### config.mk
export PLATFORM = sky130hd
export DESIGN_NAME = tpm_top
export DESIGN_NICKNAME = d
export VERILOG_FILES = /design/src/shared/tpm_pkg.sv /design/src/hw/tpm_top.sv /design/src/hw/tpm_prescaler.sv
export VERILOG_INCLUDE_DIRS = /design/src /design/src/shared
export SDC_FILE = /design/constraint.sdc
export NUM_CORES = 1
export LEC_CHECK = 0
export ABC_CLOCK_PERIOD_IN_PS = 3200
export BUFFER_PORTS_ARGS = -buffer_cell sky130_fd_sc_hd__buf_2
export CORE_UTILIZATION = 35
export CTS_CLUSTER_SIZE = 10
export DETAILED_ROUTE_END_ITERATION = 6
export HOLD_SLACK_MARGIN = 0.02
export PLACE_DENSITY = 0.65
export SLEW_MARGIN = 20
export SYNTH_ARGS = -nofsm -noshare
export SYNTH_HDL_FRONTEND = slang
export SYNTH_SLANG_ARGS = --single-unit
### constraint.sdc
create_clock -name CLK_I -period 3.2 [get_ports CLK_I]
set_input_delay 0 -clock CLK_I [delete_from_list [all_inputs] [get_ports CLK_I]]
set_output_delay 0 -clock CLK_I [all_outputs]
set_load 0.02 [all_outputs]
### src/shared/tpm_defines.svh
`ifndef TPM_DEFINES_SVH
`define TPM_DEFINES_SVH

// Bus geometry.
`define TPM_ADDR_W 8
`define TPM_DATA_W 32

// Register byte addresses.
`define TPM_ADDR_CTRL 8'h00
`define TPM_ADDR_PERIOD 8'h04
`define TPM_ADDR_DUTY 8'h08
`define TPM_ADDR_STATUS 8'h0C

// Control register layout.
`define TPM_CTRL_W 8
`define TPM_MODE_LSB 0
`define TPM_MODE_MSB 2
`define TPM_CKSEL_BIT 3
`define TPM_START_LSB 4
`define TPM_START_MSB 5
`define TPM_OPT_BIT 6
`define TPM_TFF_BIT 7

// Mode field codes; every code but pulse and PPG, timer included, leaves this block stopped.
`define TPM_MODE_TIMER 3'h4
`define TPM_MODE_PULSE 3'h6
`define TPM_MODE_PPG 3'h7

// Start field codes.
`define TPM_START_STOP 2'h0
`define TPM_START_CMD 2'h1
`define TPM_START_RISE 2'h2
`define TPM_START_FALL 2'h3

// Counter and reset values.
`define TPM_CNT_W 16
`define TPM_CNT_ZERO 16'h0000
`define TPM_CNT_ONE 16'h0001
`define TPM_CTRL_RST 8'h00
`define TPM_PERIOD_RST 16'hFFFF
`define TPM_DUTY_RST 16'hFFFF

// Source clock divider defaults, in system clock cycles.
`define TPM_DIV_SLOW 128
`define TPM_DIV_FAST 8
`define TPM_PRE_W 16

`endif

### src/shared/tpm_pkg.sv
`default_nettype none
`include "tpm_defines.svh"

package tpm_pkg;

    typedef logic [`TPM_DATA_W-1:0] tpm_data_t;
    typedef logic [`TPM_ADDR_W-1:0] tpm_addr_t;
    typedef logic [`TPM_CNT_W-1:0] tpm_cnt_t;
    typedef logic [`TPM_CTRL_W-1:0] tpm_ctrl_t;

    typedef enum logic {
        TPM_ST_WAIT = 1'b0,
        TPM_ST_RUN = 1'b1
    } tpm_state_t;

endpackage

`default_nettype wire

### src/hw/tpm_top.sv
`timescale 1ns/1ps
`default_nettype none
`include "tpm_defines.svh"

// Contract
// - Pulse mode counts from trigger edge on ticks.
// - Start field picks edge; option bit picks capture.
// - Single edge: opposite edge captures, interrupts, loads one.
// - Double edge: capture both edges, clear on trigger.
// - Single edge: counter holds at one after capture.
// - Output mode: edge or command start, shot select.
// - Continuous: duty and period matches toggle, interrupt.
// - Stopping by software keeps output level.
// - One shot: period match clears start, stops.
// - Output pin is inverse of flip-flop.
// - Reset clears the output flip-flop.
// - Inverted stop: init write loads inverted value.

module tpm_top #(
    parameter int DIV_SLOW = `TPM_DIV_SLOW,
    parameter int DIV_FAST = `TPM_DIV_FAST
) (
    // Clock and reset
    input wire logic CLK_I,
    input wire logic NRST_I,
    // APB slave
    input wire logic PSEL_I,
    input wire logic PENABLE_I,
    input wire logic PWRITE_I,
    input wire tpm_pkg::tpm_addr_t PADDR_I,
    input wire tpm_pkg::tpm_data_t PWDATA_I,
    output var tpm_pkg::tpm_data_t PRDATA_O,
    output logic PREADY_O,
    output logic PSLVERR_O,
    // Timer pins
    input wire logic TIMER_IN_I,
    output logic PULSE_OUT_O,
    output logic TIMER_IRQ_O
);

    import tpm_pkg::*;

    tpm_ctrl_t ctrl;
    tpm_cnt_t period;
    tpm_cnt_t duty;
    tpm_cnt_t count;
    tpm_cnt_t next_count;
    tpm_state_t state;
    tpm_state_t next_state;
    logic ff;
    logic next_ff;
    logic start_level;
    logic in_prev;
    logic tick;
    logic cap_load;
    logic next_irq;
    logic clr_start;
    logic ff_toggle;

    // Control field decode.
    wire [`TPM_MODE_MSB:`TPM_MODE_LSB] mode =
        ctrl[`TPM_MODE_MSB:`TPM_MODE_LSB];
    wire [`TPM_START_MSB:`TPM_START_LSB] start =
        ctrl[`TPM_START_MSB:`TPM_START_LSB];
    wire opt = ctrl[`TPM_OPT_BIT];
    wire is_pulse = (mode == `TPM_MODE_PULSE);
    wire is_ppg = (mode == `TPM_MODE_PPG);
    wire active = is_pulse || is_ppg;
    wire stopped = (start == `TPM_START_STOP);
    wire single = is_pulse && opt;
    wire shot = is_ppg && opt;

    // Pin edge detection; the pin is already synchronous to CLK_I.
    wire rise = TIMER_IN_I && !in_prev;
    wire fall = !TIMER_IN_I && in_prev;
    wire trig_edge = (start == `TPM_START_RISE) ? rise :
                     (start == `TPM_START_FALL) ? fall : 1'b0;
    wire opp_edge = (start == `TPM_START_RISE) ? fall :
                    (start == `TPM_START_FALL) ? rise : 1'b0;
    wire cmd_go = is_ppg && (start == `TPM_START_CMD);
    wire go = cmd_go || trig_edge;

    // Compare logic looks at the value the counter is about to take.
    wire running = (state == TPM_ST_RUN);
    wire [`TPM_CNT_W-1:0] cnt_inc = `TPM_CNT_W'(count + `TPM_CNT_ONE);
    wire dmatch = is_ppg && running && tick && (cnt_inc == duty);
    wire pmatch = is_ppg && running && tick && (cnt_inc == period);

    // APB decode.
    wire setup = PSEL_I && !PENABLE_I;
    wire access = PSEL_I && PENABLE_I && PREADY_O;
    wire sel_ctrl = (PADDR_I == `TPM_ADDR_CTRL);
    wire sel_period = (PADDR_I == `TPM_ADDR_PERIOD);
    wire sel_duty = (PADDR_I == `TPM_ADDR_DUTY);
    wire sel_status = (PADDR_I == `TPM_ADDR_STATUS);
    wire mapped = sel_ctrl || sel_period || sel_duty || sel_status;
    wire wr = access && PWRITE_I && mapped;
    wire ctrl_wr = wr && sel_ctrl;
    wire period_wr = wr && sel_period;
    // The duty register only accepts writes in pulse output mode.
    wire duty_wr = wr && sel_duty && is_ppg;

    wire [`TPM_MODE_MSB:`TPM_MODE_LSB] w_mode =
        PWDATA_I[`TPM_MODE_MSB:`TPM_MODE_LSB];
    wire w_tff = PWDATA_I[`TPM_TFF_BIT];
    wire w_enter_ppg = ctrl_wr && (w_mode == `TPM_MODE_PPG);
    // The init bit reaches the flip-flop only while the counter is idle,
    // so a careless write during a run cannot disturb the output.
    wire init_load = w_enter_ppg && !running;
    wire init_fresh = !is_ppg;
    wire init_inverted = (ff != start_level);
    // The level at each start is kept, since a later init write must
    // know whether the run left the output inverted.
    wire start_now = is_ppg && !running && (next_state == TPM_ST_RUN);

    wire tpm_data_t rd_ctrl = tpm_data_t'(ctrl);
    wire tpm_data_t rd_period = tpm_data_t'(period);
    wire tpm_data_t rd_duty = tpm_data_t'(duty);
    wire tpm_data_t rd_status = tpm_data_t'({ff, running, count});
    wire tpm_data_t rd_word = sel_ctrl ? rd_ctrl :
                              sel_period ? rd_period :
                              sel_duty ? rd_duty :
                              sel_status ? rd_status : tpm_data_t'(0);

    tpm_prescaler #(
        .DIV_A(DIV_SLOW),
        .DIV_B(DIV_FAST),
        .W(`TPM_PRE_W)
    ) u_prescaler (
        .clk_i(CLK_I),
        .nrst_i(NRST_I),
        .sel_i(ctrl[`TPM_CKSEL_BIT]),
        .tick_o(tick)
    );

    // Counter sequencing for both modes.
    always_comb begin
        next_state = state;
        next_count = count;
        cap_load = 1'b0;
        next_irq = 1'b0;
        clr_start = 1'b0;
        ff_toggle = 1'b0;
        if (!active || stopped) begin
            // Stop clears the counter but leaves the flip-flop alone.
            next_state = TPM_ST_WAIT;
            next_count = `TPM_CNT_ZERO;
        end else begin
            unique case (state)
                TPM_ST_WAIT: begin
                    if (go) begin
                        next_state = TPM_ST_RUN;
                    end
                end
                TPM_ST_RUN: begin
                    if (tick) begin
                        next_count = cnt_inc;
                    end
                    if (is_pulse) begin
                        if (opp_edge) begin
                            cap_load = 1'b1;
                            next_irq = 1'b1;
                            if (single) begin
                                next_count = `TPM_CNT_ONE;
                                next_state = TPM_ST_WAIT;
                            end
                        end else if (trig_edge && !single) begin
                            cap_load = 1'b1;
                            next_irq = 1'b1;
                            next_count = `TPM_CNT_ZERO;
                        end
                    end else begin
                        // Interrupt is raised from the match itself, so a
                        // clear in the same cycle cannot swallow it.
                        next_irq = dmatch || pmatch;
                        ff_toggle = dmatch ^ pmatch;
                        if (pmatch) begin
                            next_count = `TPM_CNT_ZERO;
                            if (shot) begin
                                clr_start = 1'b1;
                                next_state = TPM_ST_WAIT;
                            end
                        end
                    end
                end
            endcase
        end
    end

    // Output flip-flop. Entering output mode while idle loads the init bit as
    // written; a later write while stopped inverted loads its inverse.
    always_comb begin
        next_ff = ff;
        if (ff_toggle) begin
            next_ff = !ff;
        end else if (init_load) begin
            if (init_fresh) begin
                next_ff = w_tff;
            end else if (init_inverted) begin
                next_ff = !w_tff;
            end else begin
                next_ff = w_tff;
            end
        end
    end

    always_ff @(posedge CLK_I) begin
        if (!NRST_I) begin
            ctrl <= `TPM_CTRL_RST;
        end else if (ctrl_wr) begin
            ctrl <= PWDATA_I[`TPM_CTRL_W-1:0];
        end else if (clr_start) begin
            ctrl[`TPM_START_MSB:`TPM_START_LSB] <= `TPM_START_STOP;
        end
    end

    always_ff @(posedge CLK_I) begin
        if (!NRST_I) begin
            period <= `TPM_PERIOD_RST;
            duty <= `TPM_DUTY_RST;
        end else begin
            if (period_wr) begin
                period <= PWDATA_I[`TPM_CNT_W-1:0];
            end
            if (cap_load) begin
                duty <= count;
            end else if (duty_wr) begin
                duty <= PWDATA_I[`TPM_CNT_W-1:0];
            end
        end
    end

    always_ff @(posedge CLK_I) begin
        if (!NRST_I) begin
            state <= TPM_ST_WAIT;
            count <= `TPM_CNT_ZERO;
        end else begin
            state <= next_state;
            count <= next_count;
        end
    end

    // Reset to low matches a pin idling low; a pin idling high would
    // show one false rise right after reset.
    always_ff @(posedge CLK_I) begin
        if (!NRST_I) begin
            in_prev <= 1'b0;
        end else begin
            in_prev <= TIMER_IN_I;
        end
    end

    always_ff @(posedge CLK_I) begin
        if (!NRST_I) begin
            ff <= 1'b0;
            start_level <= 1'b0;
        end else begin
            ff <= next_ff;
            if (start_now) begin
                start_level <= ff;
            end
        end
    end

    // The pulse pin follows the next flip-flop value, so both change at one edge.
    always_ff @(posedge CLK_I) begin
        if (!NRST_I) begin
            PULSE_OUT_O <= 1'b1;
            TIMER_IRQ_O <= 1'b0;
        end else begin
            PULSE_OUT_O <= !next_ff;
            TIMER_IRQ_O <= next_irq;
        end
    end

    // Decoding in the setup cycle lets every APB output come straight from a flop, with no wait state.
    always_ff @(posedge CLK_I) begin
        if (!NRST_I) begin
            PRDATA_O <= tpm_data_t'(0);
            PREADY_O <= 1'b0;
            PSLVERR_O <= 1'b0;
        end else begin
            PREADY_O <= setup;
            if (setup) begin
                PRDATA_O <= PWRITE_I ? tpm_data_t'(0) : rd_word;
                PSLVERR_O <= !mapped;
            end else begin
                PSLVERR_O <= 1'b0;
            end
        end
    end

endmodule // tpm_top

`default_nettype wire

### src/hw/tpm_prescaler.sv
`timescale 1ns/1ps
`default_nettype none
`include "tpm_defines.svh"

module tpm_prescaler #(
    parameter int DIV_A = `TPM_DIV_SLOW,
    parameter int DIV_B = `TPM_DIV_FAST,
    parameter int W = `TPM_PRE_W
) (
    // Clock and reset
    input wire logic clk_i,
    input wire logic nrst_i,
    // Ratio select and tick out
    input wire logic sel_i,
    output logic tick_o
);

    logic [W-1:0] cnt;
    wire [W-1:0] last_a = W'(DIV_A - 1);
    wire [W-1:0] last_b = W'(DIV_B - 1);
    wire [W-1:0] last = sel_i ? last_b : last_a;
    // Compare with >= so a ratio change mid-period cannot overrun the count.
    wire wrap = (cnt >= last);
    wire [W-1:0] next_cnt = wrap ? {W{1'b0}} : W'(cnt + W'(1));

    always_ff @(posedge clk_i) begin
        if (!nrst_i) begin
            cnt <= {W{1'b0}};
            tick_o <= 1'b0;
        end else begin
            cnt <= next_cnt;
            tick_o <= wrap;
        end
    end

endmodule // tpm_prescaler

`default_nettype wire

==> impl_metrics.toml <==
[critical_path]
arrival_ps = 3300
reg2reg_slack_ps = 150
reg2reg_depth = 14
worstPathCellList = "ha_1 -> buf_4 -> nand3_1 -> xnor2_2 -> xor2_1 -> and4_1 -> o2111ai_2 -> ha_1 -> nand2_1 -> nor2_2 -> nor3_1 -> nor3_1 -> a31oi_1 -> or2_1"
cp_max_fo = 6
crit_start = "count[0]"
endpoint_kind = "flip-flop"
path_class = "reg -> reg"
cp.required_ps = 3450
endpoint = "PULSE_OUT_O"
cpMaxStageDelayCell = "dfxtp_1"
max_stage_delay_ps = 380
r2r_start = "count[0]"
cp-start-kind = "flip-flop"
r2r_end = "PULSE_OUT_O"

[synthesis]
yosysUniqueCellTypes = 64
synth_top_family_by_area = "simple AND/OR/NAND/NOR gates"
yosysSeqAreaShare_pct = 35.1
ys.flop_type = "dfxtp_1"
yosys.area_share.adder_pct = 1.55
async_flop_share_pct = 0
synthTopCellsByArea = "dfxtp_1, nand2_1, mux2i_1"
yosysTopAreaCellShare_pct = 35.1
synth_compound_area_share_pct = 13.3
syn_area_per_cell_um2 = 8.30
synth-seq-cells = 99
syn_area_mm2 = 0.00565
synth-edff-count = 0
yosys.area_share.simple_pct = 26.8
yosys_warnings = 0
synth_xor_area_share_pct = 8.76
synth.mux.area_fraction_pct = 7.99
synth.largest_area_cell = "dfxtp_1"
postSynthCellCount = 681

[clocking]
cts_setup_buffers = 0
insertion_delay_ps = 360
htree_num_levels = 3
cts_tree = "built"
cts_max_path_buffers = 2
clockRootBuffer = "clkbuf_16"
clk_pin_slew_ps = 70
cts_sinks = 99
cts-buffers-inserted = 9

[global_route]
grt_overflow = 0
grt_pass1_vias = 4611
grt_pass1_wl_mm = 24.1
grt.total_usage_pct = 18.7
grt_max_degree = 69
antenna_found_initial = 0

[placement]
io_buffers = 51
gp_congestion = 0.859
dp_hpwl_mm = 10.4
place_area_mm2 = 0.00620
dp_slack_ps = 6.26

[drt]
vias = 4981
vias_per_cell = 5.13
postRouteAntennaNets = 0
drt-initial-drc-count = 419
drcViolationCount = 0
drtPass1Iterations = 4
post_drt_wl_per_cell_um = 15.1
routed_wl_mm = 14.7

[worst_hold_path]
hold_path_class = "in -> reg"
min_from = "PADDR_I[0]"

[timing]
fin_tns_setup_ps = 0
tightest_slew_ps = 811
min_period_over_period_pct = 95.4
finalMaxSlewViolations = 0
clock_skew_ps = 10.2
setup_viol = 0
slew_headroom_pct = 45.8
hold_ws_ps = 61.3
period_needed_ps = 3050
timing.final.ws_setup_ps = 149
fmax_ghz = 0.328
hold_violations = 0

[floorplanning]
io_pins = 82
fp.dieH_um = 129
die-width_um = 129
core_mm2 = 0.0158
initial_utilization_pct = 35.7
fp-row-count = 46
dieArea_mm2 = 0.0167

[final_layout]
post-route-util_pct = 42.4
design_area_mm2 = 0.00672
area_delta_synth_final_pct = 18.8
nets = 804
drive_gt1_share_pct = 17.9
diodes = 0

[power_and_ir_drop]
peakVddDrop_v = 0.000244
p_leak_nw = 2.65
p_per_area_mw_per_mm2 = 369

[run_status]
status = "finished clean"

[job]
maxCapViolations = 0
critical path, delay by kind of cell (launching register included):
kind / cells / cell delay [ps]
adder cells (fa/ha/maj): 2 / 570
AO/OA/AOI/OAI: 2 / 220
flip-flops: 1 / 380
XOR/XNOR: 2 / 430
buffers and inverters: 1 / 180
AND/OR/NAND/NOR: 7 / 1150
routing by layer:
| layer | vias up | part of all wire, % | GRT usage (%) |
|---|---|---|---|
| li1 | 2495 | - | - |
| met1 | 2370 | 48 | 26.0 |
| met2 | 104 | 47 | 29.6 |
| met3 | 12 | 3.9 | 3.01 |
| met4 | 0 | 1.1 | 5.95 |
| met5 | - | 0 | 0 |
timing repair:
action	4_1_cts	5_1_grt
pin swaps	0	1
endpoints found under the setup margin	1	2
hold buffers	18	0
endpoints found under the hold margin	25	0
resized for setup	2	9
worst min-delay path by stage:
| stage | end | slack, ps | cells past startpoint |
|---|---|---|---|
| after floorplan | in_prev | 120 | 1 |
| after global placement | period[10] | 230 | 3 |
| after detailed placement | period[13] | 240 | 3 |
| after CTS | PSLVERR_O | 50 | 4 |
| after global routing | PSLVERR_O | 80 | 4 |
| final | PSLVERR_O | 60 | 4 |
cells in the final DEF, fill, tap and decap left out, drive strengths merged, types with 11 or more instances in the layout:
cell type | Yosys | layout
and2 | 14 | 14
conb | 1 | 22
nor2b | 12 | 12
a21oi | 15 | 15
dfxtp | 99 | 99
xnor2 | 34 | 34
mux2i | 35 | 35
nor4 | 11 | 11
clkbuf | 34 | 11
nand3 | 34 | 34
nand2 | 95 | 95
a21boi | 11 | 11
nor2 | 46 | 46
buf | 32 | 86
o2111ai | 11 | 11
xor2 | 20 | 20
and3 | 24 | 24
o21ai | 34 | 34
dlygate4sd3 | 0 | 18
metrics by stage:
step | total power, mW | instances
2_1_floorplan | 1.36 | 702
3_3_place_gp | 1.40 | 938
3_5_place_dp | 1.40 | 938
4_1_cts | 2.49 | 971
5_1_grt | 2.56 | 971
6_report | 2.48 | 971
synth_stat cells (9+ instances only):
cell,n
dfxtp_1,99
nand2_1,95
nor2_1,45
mux2i_1,35
nand3_1,34
xnor2_1,34
clkbuf_1,32
o21ai_0,32
and3_1,24
xor2_1,20
buf_4,17
a21oi_1,15
and2_1,14
buf_2,13
nor2b_1,12
a21boi_0,11
a31oi_1,10
nor3_1,10
o2111ai_1,10
mux2_2,9
registers in the layout (all words and copies together), names as in the netlist:
signal	flops
PRDATA_O	18
PREADY_O	1
PSLVERR_O	1
PULSE_OUT_O	1
TIMER_IRQ_O	1
count	16
ctrl	8
duty	16
ff	1
in_prev	1
period	16
running	1
start_level	1
u_prescaler.cnt	16
u_prescaler.tick_o	1
report_power, final:
group          switching (mW)  internal (mW)  leakage, nW
clock                   0.487          0.604        0.136
combinational          0.0848         0.0569         1.71
sequential            0.00483           1.24        0.804
cells by family (layout without fill, tap and decap cells):
| kind of cell | count (synthesis) | after routing |
|---|---|---|
| AOI/OAI and AO/OA | 112 | 112 |
| adders and majority gates | 7 | 7 |
| muxes | 44 | 44 |
| xor gates and xnor gates | 55 | 55 |
| and+or+nand+nor | 290 | 290 |
| DFF | 99 | 99 |
| buffers and inverters | 73 | 126 |
| other | 1 | 22 |
layout make-up:
| class | count | area, um2 |
|---|---|---|
| Timing Repair Buffer | 104 | 698 |
| Multi-Input combinational cell | 530 | 3450 |
| Clock inverter | 4 | 51.3 |
| Sequential cell | 99 | 1980 |
| Tap cell | 216 | 270 |
| Fill cell | 1586 | 9110 |
| Clock buffer | 11 | 233 |
| Inverter | 7 | 26.3 |
(Power assumes the default switching activity.)
